[src/charge_seq_regs.svh]
// timing counts and output codes for the charge sequencer
// assumes a 40 MHz mclk; included by the sequencer module only
// How it works
// - sense above 0.6 of supply means battery removed; charging stops
// - sense below 0.2 of supply means battery removed; charging stops
// - qualification ends once sense reaches the 0.34 level
// - conditioning current is one fifth of maximum current
// - every algorithm starts at conditioning current, pending until qualified
// - pending phase flashes status outputs zero and three
// - three-step: max or boosted current until bulk level
// - three-step: hold bulk voltage until current under a tenth of max
// - three-step: hold float voltage for ever
// - current mode: max or boosted current until bulk, or negative second difference while over the 2v level
// - current mode upkeep: fixed pulses of conditioning current, mean 0.1 max
// - pulsed mode: max or boosted current until bulk level
// - pulsed upkeep: off until float, then max or boosted until bulk, repeating
// - thermistor under 0.12 of supply blocks charging
// - after hot cutoff, charging waits until thermistor reaches 0.15
// - thermistor over 0.35 of supply blocks charging
// - battery present only between cutoffs, else fault state unless idle
// - abrupt battery voltage change may enter fault state
// - excess current, no charge taken, or selection change flag a fault
`ifndef CHARGE_SEQ_REGS_SVH
`define CHARGE_SEQ_REGS_SVH
`define MCLK_KHZ         40000
`define PEND_TIME_MS     1000
`define PEND_CYCLES      (`PEND_TIME_MS * `MCLK_KHZ)
`define FLASH_TIME_MS    250
`define FLASH_CYCLES     (`FLASH_TIME_MS * `MCLK_KHZ)
`define PULSE_TIME_MS    10
`define PULSE_CYCLES     (`PULSE_TIME_MS * `MCLK_KHZ)
`define COND_DIV         5
`define MIN_DIV          10
`define LVL_OFF          2'h0
`define LVL_COND         2'h1
`define LVL_MAX          2'h2
`define LVL_BOOST        2'h3
`define VREG_NONE        2'h0
`define VREG_BULK        2'h1
`define VREG_FLOAT       2'h2
`define ALGO_OFF         2'h0
`define ALGO_STEP3       2'h1
`define ALGO_CURRENT     2'h2
`define ALGO_PULSED      2'h3
`define FLAG_COUNT       14
`endif

[src/charge_seq_pkg.sv]
// types shared by the charge sequencer files
// assumes charge_seq_regs.svh for the numeric codes
package charge_seq_pkg;
  typedef enum logic [7:0] {
    ST_IDLE  = 8'h01,
    ST_PEND  = 8'h02,
    ST_FAST  = 8'h04,
    ST_BULK  = 8'h08,
    ST_FLOAT = 8'h10,
    ST_PULSE = 8'h20,
    ST_REST  = 8'h40,
    ST_FAULT = 8'h80
  } phase_e;
endpackage : charge_seq_pkg

[src/flag_sync.sv]
// three-stage synchroniser for asynchronous comparator and pin levels
// assumes mclk domain; a bit changes once stages two and three agree
`timescale 1ns/1ps
module flag_sync #(
  parameter int WIDTH = 1
) (
  input  wire logic             mclk,
  input  wire logic             rst_n,
  input  wire logic [WIDTH-1:0] raw,
  output logic      [WIDTH-1:0] clean
);
  logic [WIDTH-1:0] s1_ff;
  logic [WIDTH-1:0] s2_ff;
  logic [WIDTH-1:0] s3_ff;
  logic [WIDTH-1:0] nxt_clean;

  // s1 feeds only s2; agreement rejects a single-cycle glitch
  assign nxt_clean = (s2_ff & s3_ff) | (clean & (s2_ff | s3_ff));

  always_ff @(posedge mclk) begin
    if (!rst_n) begin
      s1_ff <= '0;
      s2_ff <= '0;
      s3_ff <= '0;
      clean <= '0;
    end else begin
      s1_ff <= raw;
      s2_ff <= s1_ff;
      s3_ff <= s2_ff;
      clean <= nxt_clean;
    end
  end

  generate
    if (WIDTH < 1) begin : g_bad
      $error("flag_sync width must be positive");
    end
  endgenerate
endmodule : flag_sync

[src/lead_acid_charge_sequencer.sv]
// charge phase sequencer for a sealed lead-acid charger
// assumes external comparators give one-bit threshold flags, asynchronous
`timescale 1ns/1ps
`include "charge_seq_regs.svh"
module lead_acid_charge_sequencer
  import charge_seq_pkg::*;
#(
  parameter int PEND_CYCLES  = `PEND_CYCLES,
  parameter int FLASH_CYCLES = `FLASH_CYCLES,
  parameter int PULSE_CYCLES = `PULSE_CYCLES
) (
  input  wire logic mclk,
  input  wire logic rst_n,
  input  wire logic algo_select_low,
  input  wire logic algo_select_high,
  input  wire logic boost_n,
  input  wire logic bat_over_max,
  input  wire logic bat_under_min,
  input  wire logic bat_at_qual,
  input  wire logic bat_at_bulk,
  input  wire logic bat_under_float,
  input  wire logic bat_over_2v,
  input  wire logic second_diff_neg,
  input  wire logic bat_step,
  input  wire logic cur_under_min,
  input  wire logic cur_excess,
  input  wire logic therm_under_hot_cutoff,
  input  wire logic therm_over_hot_release,
  input  wire logic therm_over_cold_limit,
  output logic      switch_drive,
  output logic [1:0] current_level,
  output logic [1:0] voltage_reg,
  output logic      status_out_zero,
  output logic      status_out_one,
  output logic      status_out_two,
  output logic      status_out_three,
  output logic      fault_flag
);
  localparam int PERIOD_CYCLES = PULSE_CYCLES * `MIN_DIV / `COND_DIV;

  logic [`FLAG_COUNT-1:0] raw_flags;
  logic [`FLAG_COUNT-1:0] sync_flags;
  logic       sel_lo;
  logic       sel_hi;
  logic       boost_n_s;
  logic       over_max;
  logic       under_min;
  logic       at_qual;
  logic       at_bulk;
  logic       under_float;
  logic       over_2v;
  logic       sdiff_neg;
  logic       step;
  logic       cur_low;
  logic       cur_high;
  logic       hot_cut;
  logic       hot_rel;
  logic       cold;

  phase_e     state_ff;
  phase_e     nxt_state;
  logic [1:0] algo_ff;
  logic       present_ff;
  logic       hot_lock_ff;
  logic       nxt_hot_lock;
  logic [31:0] pend_cnt_ff;
  logic [31:0] flash_cnt_ff;
  logic       flash_ff;
  logic [31:0] pulse_cnt_ff;

  logic [1:0] algo;
  logic       present;
  logic       inserted;
  logic       sel_change;
  logic       temp_ok;
  logic       nxt_temp_ok;
  logic       pend_timeout;
  logic       fault_evt;
  logic       fast_done;
  logic       pulse_on;
  logic [1:0] fast_level;
  logic [1:0] nxt_level;
  logic [1:0] nxt_vreg;
  logic       nxt_drive;
  logic       pend_w;
  logic       charge_w;
  logic       upkeep_w;
  logic       fault_w;

  assign raw_flags = {algo_select_high, algo_select_low, boost_n,
                      bat_over_max, bat_under_min, bat_at_qual,
                      bat_at_bulk, bat_under_float, bat_over_2v,
                      second_diff_neg, bat_step, cur_under_min,
                      cur_excess, therm_under_hot_cutoff};

  flag_sync #(.WIDTH(`FLAG_COUNT)) u_sync_a (
    .mclk  (mclk),
    .rst_n (rst_n),
    .raw   (raw_flags),
    .clean (sync_flags)
  );

  flag_sync #(.WIDTH(2)) u_sync_b (
    .mclk  (mclk),
    .rst_n (rst_n),
    .raw   ({therm_over_hot_release, therm_over_cold_limit}),
    .clean ({hot_rel, cold})
  );

  assign {sel_hi, sel_lo, boost_n_s, over_max, under_min, at_qual,
          at_bulk, under_float, over_2v, sdiff_neg, step, cur_low,
          cur_high, hot_cut} = sync_flags;

  // decode
  assign algo       = {sel_hi, sel_lo};
  assign present    = !over_max && !under_min;
  assign inserted   = present && !present_ff;
  assign sel_change = (algo != algo_ff) && (state_ff != ST_IDLE);
  // hot lock released only at the higher hysteresis level
  assign nxt_hot_lock = hot_cut ? 1'b1 :
                        (hot_rel ? 1'b0 : hot_lock_ff);
  assign temp_ok     = !hot_lock_ff && !cold;
  assign nxt_temp_ok = !nxt_hot_lock && !cold;
  assign pend_timeout = (pend_cnt_ff >= 32'(PEND_CYCLES - 1));
  assign fault_evt = (state_ff != ST_IDLE) &&
                     (!present || step || cur_high || sel_change ||
                      (state_ff == ST_PEND && pend_timeout));
  assign fast_done = at_bulk ||
                     ((algo == `ALGO_CURRENT) && sdiff_neg && over_2v);
  assign pulse_on  = (pulse_cnt_ff < 32'(PULSE_CYCLES));
  assign fast_level = boost_n_s ? `LVL_MAX : `LVL_BOOST;

  always_comb begin
    nxt_state = state_ff;
    if (algo == `ALGO_OFF) begin
      nxt_state = ST_IDLE;
    end else if (fault_evt) begin
      nxt_state = ST_FAULT;
    end else begin
      case (state_ff)
        ST_IDLE: begin
          if (present) nxt_state = ST_PEND;
        end
        ST_FAULT: begin
          if (inserted) nxt_state = ST_PEND;
        end
        ST_PEND: begin
          if (at_qual) nxt_state = ST_FAST;
        end
        ST_FAST: begin
          if (algo == `ALGO_STEP3 && at_bulk) begin
            nxt_state = ST_BULK;
          end else if (algo == `ALGO_CURRENT && fast_done) begin
            nxt_state = ST_PULSE;
          end else if (algo == `ALGO_PULSED && at_bulk) begin
            nxt_state = ST_REST;
          end
        end
        ST_BULK: begin
          if (cur_low) nxt_state = ST_FLOAT;
        end
        ST_FLOAT: nxt_state = ST_FLOAT;
        ST_PULSE: nxt_state = ST_PULSE;
        ST_REST: begin
          if (under_float) nxt_state = ST_FAST;
        end
        default: nxt_state = ST_FAULT;
      endcase
    end
  end

  // drive levels follow the phase being entered
  assign nxt_level =
    (nxt_state == ST_PEND)  ? `LVL_COND :
    (nxt_state == ST_FAST)  ? fast_level :
    (nxt_state == ST_BULK)  ? fast_level :
    (nxt_state == ST_FLOAT) ? `LVL_MAX :
    (nxt_state == ST_PULSE && pulse_on) ? `LVL_COND :
    `LVL_OFF;
  assign nxt_vreg =
    (nxt_state == ST_BULK)  ? `VREG_BULK :
    (nxt_state == ST_FLOAT) ? `VREG_FLOAT :
    `VREG_NONE;
  // the phase keeps running while too hot or cold; only the switch and the pending timer stop
  assign nxt_drive = nxt_temp_ok && (nxt_level != `LVL_OFF);
  assign pend_w    = (nxt_state == ST_PEND);
  assign charge_w  = (nxt_state == ST_FAST) || (nxt_state == ST_BULK);
  assign upkeep_w  = (nxt_state == ST_FLOAT) || (nxt_state == ST_PULSE) ||
                     (nxt_state == ST_REST);
  assign fault_w   = (nxt_state == ST_FAULT);

  always_ff @(posedge mclk) begin
    if (!rst_n) begin
      state_ff    <= ST_IDLE;
      algo_ff     <= `ALGO_OFF;
      present_ff  <= 1'b0;
      hot_lock_ff <= 1'b0;
    end else begin
      state_ff    <= nxt_state;
      algo_ff     <= algo;
      present_ff  <= present;
      hot_lock_ff <= nxt_hot_lock;
    end
  end

  // pending timer pauses while temperature blocks charging
  always_ff @(posedge mclk) begin
    if (!rst_n || state_ff != ST_PEND) begin
      pend_cnt_ff <= '0;
    end else if (temp_ok && !pend_timeout) begin
      pend_cnt_ff <= pend_cnt_ff + 32'h1;
    end
  end

  always_ff @(posedge mclk) begin
    if (!rst_n) begin
      flash_cnt_ff <= '0;
      flash_ff     <= 1'b0;
    end else if (flash_cnt_ff >= 32'(FLASH_CYCLES - 1)) begin
      flash_cnt_ff <= '0;
      flash_ff     <= !flash_ff;
    end else begin
      flash_cnt_ff <= flash_cnt_ff + 32'h1;
    end
  end

  // counter follows the phase being entered, so the first pulse is full width
  always_ff @(posedge mclk) begin
    if (!rst_n || nxt_state != ST_PULSE) begin
      pulse_cnt_ff <= '0;
    end else if (pulse_cnt_ff >= 32'(PERIOD_CYCLES - 1)) begin
      pulse_cnt_ff <= '0;
    end else begin
      pulse_cnt_ff <= pulse_cnt_ff + 32'h1;
    end
  end

  always_ff @(posedge mclk) begin
    if (!rst_n) begin
      switch_drive     <= 1'b0;
      current_level    <= `LVL_OFF;
      voltage_reg      <= `VREG_NONE;
      status_out_zero  <= 1'b0;
      status_out_one   <= 1'b0;
      status_out_two   <= 1'b0;
      status_out_three <= 1'b0;
      fault_flag       <= 1'b0;
    end else begin
      switch_drive     <= nxt_drive;
      current_level    <= nxt_level;
      voltage_reg      <= nxt_vreg;
      status_out_zero  <= (pend_w && flash_ff) || fault_w;
      status_out_one   <= charge_w || (!nxt_temp_ok && flash_ff);
      status_out_two   <= upkeep_w;
      status_out_three <= (pend_w && flash_ff) || fault_w;
      fault_flag       <= fault_w;
    end
  end

  generate
    if (PEND_CYCLES < 1 || FLASH_CYCLES < 1 || PULSE_CYCLES < 1) begin : g_bad
      $error("sequencer cycle counts must be at least one");
    end
  endgenerate
endmodule : lead_acid_charge_sequencer

[config.mk]
export PLATFORM = sky130hd
export DESIGN_NAME = lead_acid_charge_sequencer
export DESIGN_NICKNAME = d
export VERILOG_FILES = /design/src/charge_seq_pkg.sv /design/src/flag_sync.sv /design/src/lead_acid_charge_sequencer.sv
export VERILOG_INCLUDE_DIRS = /design/src
export SDC_FILE = /design/constraint.sdc
export NUM_CORES = 1
export LEC_CHECK = 0
export ABC_AREA = 1
export BUFFER_PORTS_ARGS = -buffer_cell sky130_fd_sc_hd__buf_2
export CORE_ASPECT_RATIO = 0.75
export CORE_MARGIN = 2
export CORE_UTILIZATION = 60
export DETAILED_ROUTE_END_ITERATION = 16
export PLACE_DENSITY = 0.86
export SYNTH_ARGS = -nofsm -noshare
export SYNTH_HDL_FRONTEND = slang
export SYNTH_SLANG_ARGS = --single-unit
[constraint.sdc]
create_clock -name mclk -period 3.1 [get_ports mclk]
set_clock_uncertainty 0.15 [all_clocks]
set_input_delay 0.62 -clock mclk [delete_from_list [all_inputs] [get_ports mclk]]
set_output_delay 0.62 -clock mclk [all_outputs]
set_load 0.03 [all_outputs]
==> flow_metrics.py, run 1 <==
metrics = {
    "synth": {
        "synth_compound_area_frac": 0.0848,
        "synth_ff_type": "dfxtp_1",
        "synth_top_area_frac": 0.502,
        "yosys-top-cells-area": "dfxtp_1, nand2_1, inv_1",
        "yosys_warnings": 0,
        "synth_xor_area_frac": 0.0326,
        "synth_top_area_cell": "dfxtp_1",
        "synth_mux_area_frac": 0,
        "syn_avg_cell_area_sq_um": 7.74,
        "async_flop_share": 0,
        "synth_fa_ha_area_frac": 0.00517,
        "yosys.cell_types.count": 48,
        "synth_top_family_by_area": "simple AND/OR/NAND/NOR gates",
        "ys_seq_area_frac": 0.502,
        "synth_area_sq_mm": 0.00726,
        "ys_seq_elements": 182,
        "netlist_instances": 938,
        "synthSimpleGateAreaFrac": 0.287,
        "synth_edf_count": 0,
    },
    "detailed_routing": {
        "ant_nets": 0,
        "wl_per_cell_microns": 11.4,
        "routed_via_density": 5.00,
        "num_vias": 5821,
        "first_pass_iters": 5,
        "drtIter0Drc": 419,
        "remaining_drc_errors": 0,
        "wirelength_microns": 13300,
    },
    "pwr": {
        "swShare": 0.215,
        "p_per_area_mw_per_mm2": 551,
        "vdd_drop_max_uv": 466,
        "cellLeakagePower_nw": 3.47,
        "clockPowerShare": 0.455,
        "power_frac_comb": 0.014,
        "p_switching_mw": 0.969,
        "p_int_mw": 3.54,
        "seq_power_share": 0.531,
    },
    "placement": {
        "port_buffers": 27,
        "dp_hpwl_microns": 8980,
        "gp_congestion": 0.893,
    },
    "finish": {
        "syn2layout_area_growth_pct": 12.7,
        "final_core_utilization": 0.699,
        "reg_top3": "flash_cnt_ff (32), pend_cnt_ff (32), pulse_cnt_ff (32)",
        "fin_nets": 1011,
        "antenna-diode-count": 0,
        "fillers": 897,
        "drive_gt1_frac": 0.129,
    },
    "clocking": {
        "cts_root_buf": "clkbuf_16",
        "post_cts_buffers": 0,
        "cts_tree": "done",
        "path_clk_slew_ps": 70,
        "htree_num_levels": 4,
        "cts-resized-gates": 0,
        "cts_hold_buffers": 0,
        "cts_buffers": 17,
        "cts_buffer_depth": 2,
        "cts.sinks": 182,
        "clock_latency_ps": 420,
    },
    "worst_setup_path": {
        "cp.arrival_ps": 2850,
        "reg2reg_depth": 13,
        "ff2ff_setup_slack_ps": 440,
        "crit_end": "pend_cnt_ff[18]$_SDFFE_PP0P_",
        "critPathKind": "reg -> reg",
        "rr_endpoint": "pend_cnt_ff[18]$_SDFFE_PP0P_",
        "cp.depth": 13,
        "required_ps": 3290,
        "crit_path_top_delay_cell": "dfxtp_1",
        "startpoint_type": "flop",
        "crit_buf_inv": 1,
        "crit_fanout": 10,
        "cp-end-kind": "flop",
        "setup.worst_path.start": "pend_cnt_ff[0]$_SDFFE_PP0P_",
        "reg2reg_from": "pend_cnt_ff[0]$_SDFFE_PP0P_",
        "cp_top_family": "simple AND/OR/NAND/NOR gates",
        "path_cells": "ha_1 -> nand3_1 -> nor2_4 -> nand2_1 -> nand2_1 -> nand2_1 -> nand3_1 -> inv_2 -> nand4_1 -> nor2_1 -> nand3_1 -> or2_1 -> a21oi_1",
        "max_stage_delay_ps": 350,
    },
    "timing": {
        "fmax_mhz": 376,
        "setup-tns-final_ps": 0,
        "rsz0062_at_grt": "false",
        "max-slew-margin-rel": 0.490,
        "finalCritPeriodShare": 0.858,
        "finalWorstPathRequiredPeriod_ps": 2660,
        "hold_viol_final": 0,
        "setup_viol": 0,
        "timing_max_transition_violations_final": 0,
        "worstMarginPinSlew_ps": 764,
    },
    "global_route": {
        "busiest_layer": "met2",
        "grt_pass1_vias": 5257,
        "grt_max_degree": 71,
        "gr-total-overflow": 0,
        "track_usage": 0.222,
        "grtUsageMet2": 0.332,
        "use_met1": 0.313,
        "grtUsageMet3": 0.0667,
        "grt_pass1_wl_microns": 23200,
        "antenna_found_initial": 0,
    },
    "min_path": {
        "hold_class": "in -> reg",
    },
    "job": {
        "cap_violations": 0,
    },
    "floorplan": {
        "start_util": 0.621,
        "core_sq_mm": 0.0117,
        "die_w_microns": 131,
        "dieArea_sq_mm": 0.0130,
        "io_pins": 28,
        "num_rows": 34,
        "die_h_microns": 99.3,
    },
    "status": {
        "outcome": "complete, no violations",
    },
}
==> cells in the mapped netlist (12+ instances only) <==
cell and number:
nand2_1 184, dfxtp_1 182, inv_1 136, nor2_1 112, a21oi_1 53, nand3_1 33
o21ai_0 33, nor2_2 31, nor3_1 24, nand4_1 20, xor2_1 18, clkbuf_1 12
==> worst reg2reg max path: cells and delay by family, from the launching register on <==
family / cells / cell delay (ps)
buffers and inverters: 1 / 260
DFF: 1 / 350
and+or+nand+nor: 10 / 1490
AOI/OAI and AO/OA: 1 / 110
adders and majority gates: 1 / 230
==> cells by family after synthesis <==
logic type      after synthesis
fa+ha+maj                     3
simple gates                451
compound gates              110
buf+inv                     164
flops                       182
other cells                   1
xor+xnor                     27
==> how the worst min path moves through the flow <==
stage	slack (ps)	start	cells after the start	endpoint
global route	210	algo_select_high	3	u_sync_a.s1_ff[13]$_SDFF_PN0_
floorplan	240	u_sync_a.s1_ff[0]$_SDFF_PN0_	2	u_sync_a.s2_ff[0]$_SDFF_PN0_
finish	220	therm_under_hot_cutoff	3	u_sync_a.s1_ff[0]$_SDFF_PN0_
CTS	210	therm_under_hot_cutoff	3	u_sync_a.s1_ff[0]$_SDFF_PN0_
detailed placement	250	u_sync_a.s1_ff[3]$_SDFF_PN0_	2	u_sync_a.s2_ff[3]$_SDFF_PN0_
global placement	240	u_sync_a.s1_ff[9]$_SDFF_PN0_	2	u_sync_a.s2_ff[9]$_SDFF_PN0_
==> per-layer routing <==
metal | vias to the layer above | wire length, microns | share of wire
li1 | 3035 | - | -
met4 | 0 | 124 | 0.0093
met1 | 2597 | 6640 | 0.50
met2 | 171 | 5760 | 0.43
met3 | 18 | 805 | 0.060
met5 | - | 0 | 0
==> placed cells by master, fill, tap and decap left out, types with 10 or more instances in the layout <==
cell type    n
xor2_1      18
o21ai_0     33
dfxtp_1    182
nor2_2      31
inv_1      136
clkbuf_16   17
nor2_1     112
nand2_1    184
buf_2       27
nor4_1      10
nand4_1     20
nor3_1      24
conb_1      20
a21oi_1     53
nand3_1     33
==> power by group through the flow <==
stage	logic, mW	clock network [mW]	registers (mW)
2_1_floorplan	0.0439	0	2.44
3_3_place_gp	0.0615	0	2.45
3_5_place_dp	0.0629	0	2.45
4_1_cts	0.0636	2.09	2.40
5_1_grt	0.0770	2.18	2.40
6_report	0.0635	2.05	2.40
==> metrics by stage <==
stage / worst slack (ps) / instances / instance area (sq um) / hold WS (ps) / total power [mW]
CTS: 482 / 1164 / 8180 / 205 / 4.55
global placement: 635 / 1133 / 7620 / 242 / 2.51
floorplan: 938 / 957 / 7330 / 240 / 2.49
finish: 439 / 1164 / 8180 / 222 / 4.51
global route: 217 / 1164 / 8180 / 215 / 4.66
detailed placement: 558 / 1133 / 7620 / 246 / 2.51
==> layout make-up <==
class	count	area, sq um	share of cell area
multi-input cells	611	3050	0.373
repair buffers	32	173	0.0211
clock buffers	19	443	0.0541
flip-flops and latches	182	3640	0.445
well taps	162	203	0.0248
clock inverters	12	121	0.0148
inverters	146	548	0.0670
Power figures use the tool's default switching activity.
==> run 2, diff against run 1 <==
MAX_ROUTING_LAYER = met4   (was unset)
==> flow_metrics.py, run 2 (synthesis results as in run 1) <==
metrics = {
    "clocking": {
        "clock_latency_ps": 420,
        "cts_hold_buffers": 0,
        "post_cts_buffers": 0,
        "htree_num_levels": 4,
        "path_clk_slew_ps": 70,
        "cts_root_buf": "clkbuf_16",
        "cts-resized-gates": 0,
        "cts.sinks": 182,
        "cts_buffer_depth": 2,
        "cts_buffers": 17,
        "cts_tree": "done",
    },
    "worst_setup_path": {
        "ff2ff_setup_slack_ps": 340,
        "crit_path_top_delay_cell": "dfxtp_1",
        "critPathKind": "reg -> reg",
        "crit_fanout": 12,
        "startpoint_type": "flop",
        "max_stage_delay_ps": 350,
        "required_ps": 3290,
        "cp-end-kind": "flop",
        "path_cells": "ha_1 -> nand3_1 -> nor2_4 -> nand2_1 -> nand2_1 -> nand2_1 -> nand3_1 -> inv_2 -> nand4_1 -> nor2_1 -> nand3_1 -> or2_1 -> a21oi_1",
        "cp.arrival_ps": 2950,
    },
    "placement": {
        "placed_cell_area_sq_mm": 0.00761,
        "dp_worst_setup_slack_ps": 423,
        "gp_congestion": 0.939,
        "dp_hpwl_microns": 9460,
        "dp_cells": 1132,
        "port_buffers": 27,
    },
    "floorplan": {
        "start_util": 0.621,
        "core_sq_mm": 0.0117,
        "die_w_microns": 131,
        "die_h_microns": 99.3,
        "io_pins": 28,
        "num_rows": 34,
        "dieArea_sq_mm": 0.0130,
    },
    "detailed_routing": {
        "drtIter0Drc": 337,
        "wl_met2_microns": 6150,
        "wirelength_microns": 13700,
        "routed_via_density": 5.07,
        "wl_per_cell_microns": 11.8,
        "num_vias": 5896,
        "ant_nets": 0,
        "met1Wirelength_microns": 6560,
        "first_pass_iters": 5,
        "remaining_drc_errors": 0,
        "dr_wl_met3_microns": 857,
        "top_layer": "met4",
    },
    "finish": {
        "antenna-diode-count": 0,
        "final-instance-count-excl-fill": 1164,
        "layout_commonest_cell": "nand2_1",
        "final_core_utilization": 0.701,
        "reg_top3": "flash_cnt_ff (32), pend_cnt_ff (32), pulse_cnt_ff (32)",
        "final_cell_mix": "nand2_1, dfxtp_1, inv_1",
        "fin_nets": 1010,
        "stdcell_area_sq_mm": 0.00820,
        "syn2layout_area_growth_pct": 12.9,
        "drive_gt1_frac": 0.129,
        "fillers": 904,
    },
    "timing": {
        "setup_viol": 0,
        "fmax_mhz": 363,
        "timing_max_transition_violations_final": 0,
        "finalWorstPathRequiredPeriod_ps": 2760,
        "rsz0062_at_grt": "false",
        "finalWorstSetupSlack_ps": 343,
        "max-slew-margin-rel": 0.512,
        "setup-tns-final_ps": 0,
        "finalCritPeriodShare": 0.889,
        "hold_viol_final": 0,
        "worstMarginPinSlew_ps": 731,
        "worst_hold_slack_ps": 224,
    },
    "global_route": {
        "grt_max_degree": 71,
        "grt_pass1_wl_microns": 23300,
        "gr-total-overflow": 0,
        "track_usage": 0.230,
        "antenna_found_initial": 0,
        "grt_pass1_vias": 5340,
    },
    "job": {
        "cap_violations": 0,
    },
    "pwr": {
        "cellLeakagePower_nw": 3.50,
        "p_per_area_mw_per_mm2": 562,
        "vdd_drop_max_uv": 419,
        "total_power_mw": 4.60,
    },
    "status": {
        "outcome": "complete, no violations",
    },
    "min_path": {
        "hold_class": "in -> reg",
    },
}
[run 2: power by group]
group	switching, mW	internal, mW	total, mW
Clock	0.934	1.21	2.15
Sequential	0.0153	2.38	2.39
Combinational	0.0396	0.0238	0.0635
[run 2: critical path: cells and delay by family (launching register included)]
family                   cells  cell delay, ps
AND/OR/NAND/NOR             10            1530
AO/OA/AOI/OAI                1             110
flip-flops                   1             350
buffers and inverters        1             310
adder cells (fa/ha/maj)      1             220
[run 2: per-layer routing]
layer  GRT usage  vias up
met3      0.0667       20
met1       0.300     2652
li1            -     3039
met5           -        -
met4      0.0597        0
met2       0.354      185
[run 2: area by class of cell]
| type | count | area [sq um] | area share |
|---|---|---|---|
| repair buffers | 31 | 165 | 0.0201 |
| inverters | 146 | 548 | 0.0668 |
| multi-input cells | 611 | 3050 | 0.372 |
| well taps | 162 | 203 | 0.0247 |
| flip-flops and latches | 182 | 3640 | 0.444 |
| clock inverters | 14 | 161 | 0.0197 |
| clock buffers | 18 | 429 | 0.0523 |
[run 2: worst paths after layout]
check / start / end / cells past startpoint
worst min-delay path: cur_excess / u_sync_a.s1_ff[1]$_SDFF_PN0_ / 3
worst min register to register: u_sync_a.s1_ff[13]$_SDFF_PN0_ / u_sync_a.s2_ff[13]$_SDFF_PN0_ / 2
worst max register to register: pend_cnt_ff[0]$_SDFFE_PP0P_ / pend_cnt_ff[18]$_SDFFE_PP0P_ / 13
worst max-delay path: pend_cnt_ff[0]$_SDFFE_PP0P_ / pend_cnt_ff[18]$_SDFFE_PP0P_ / 13
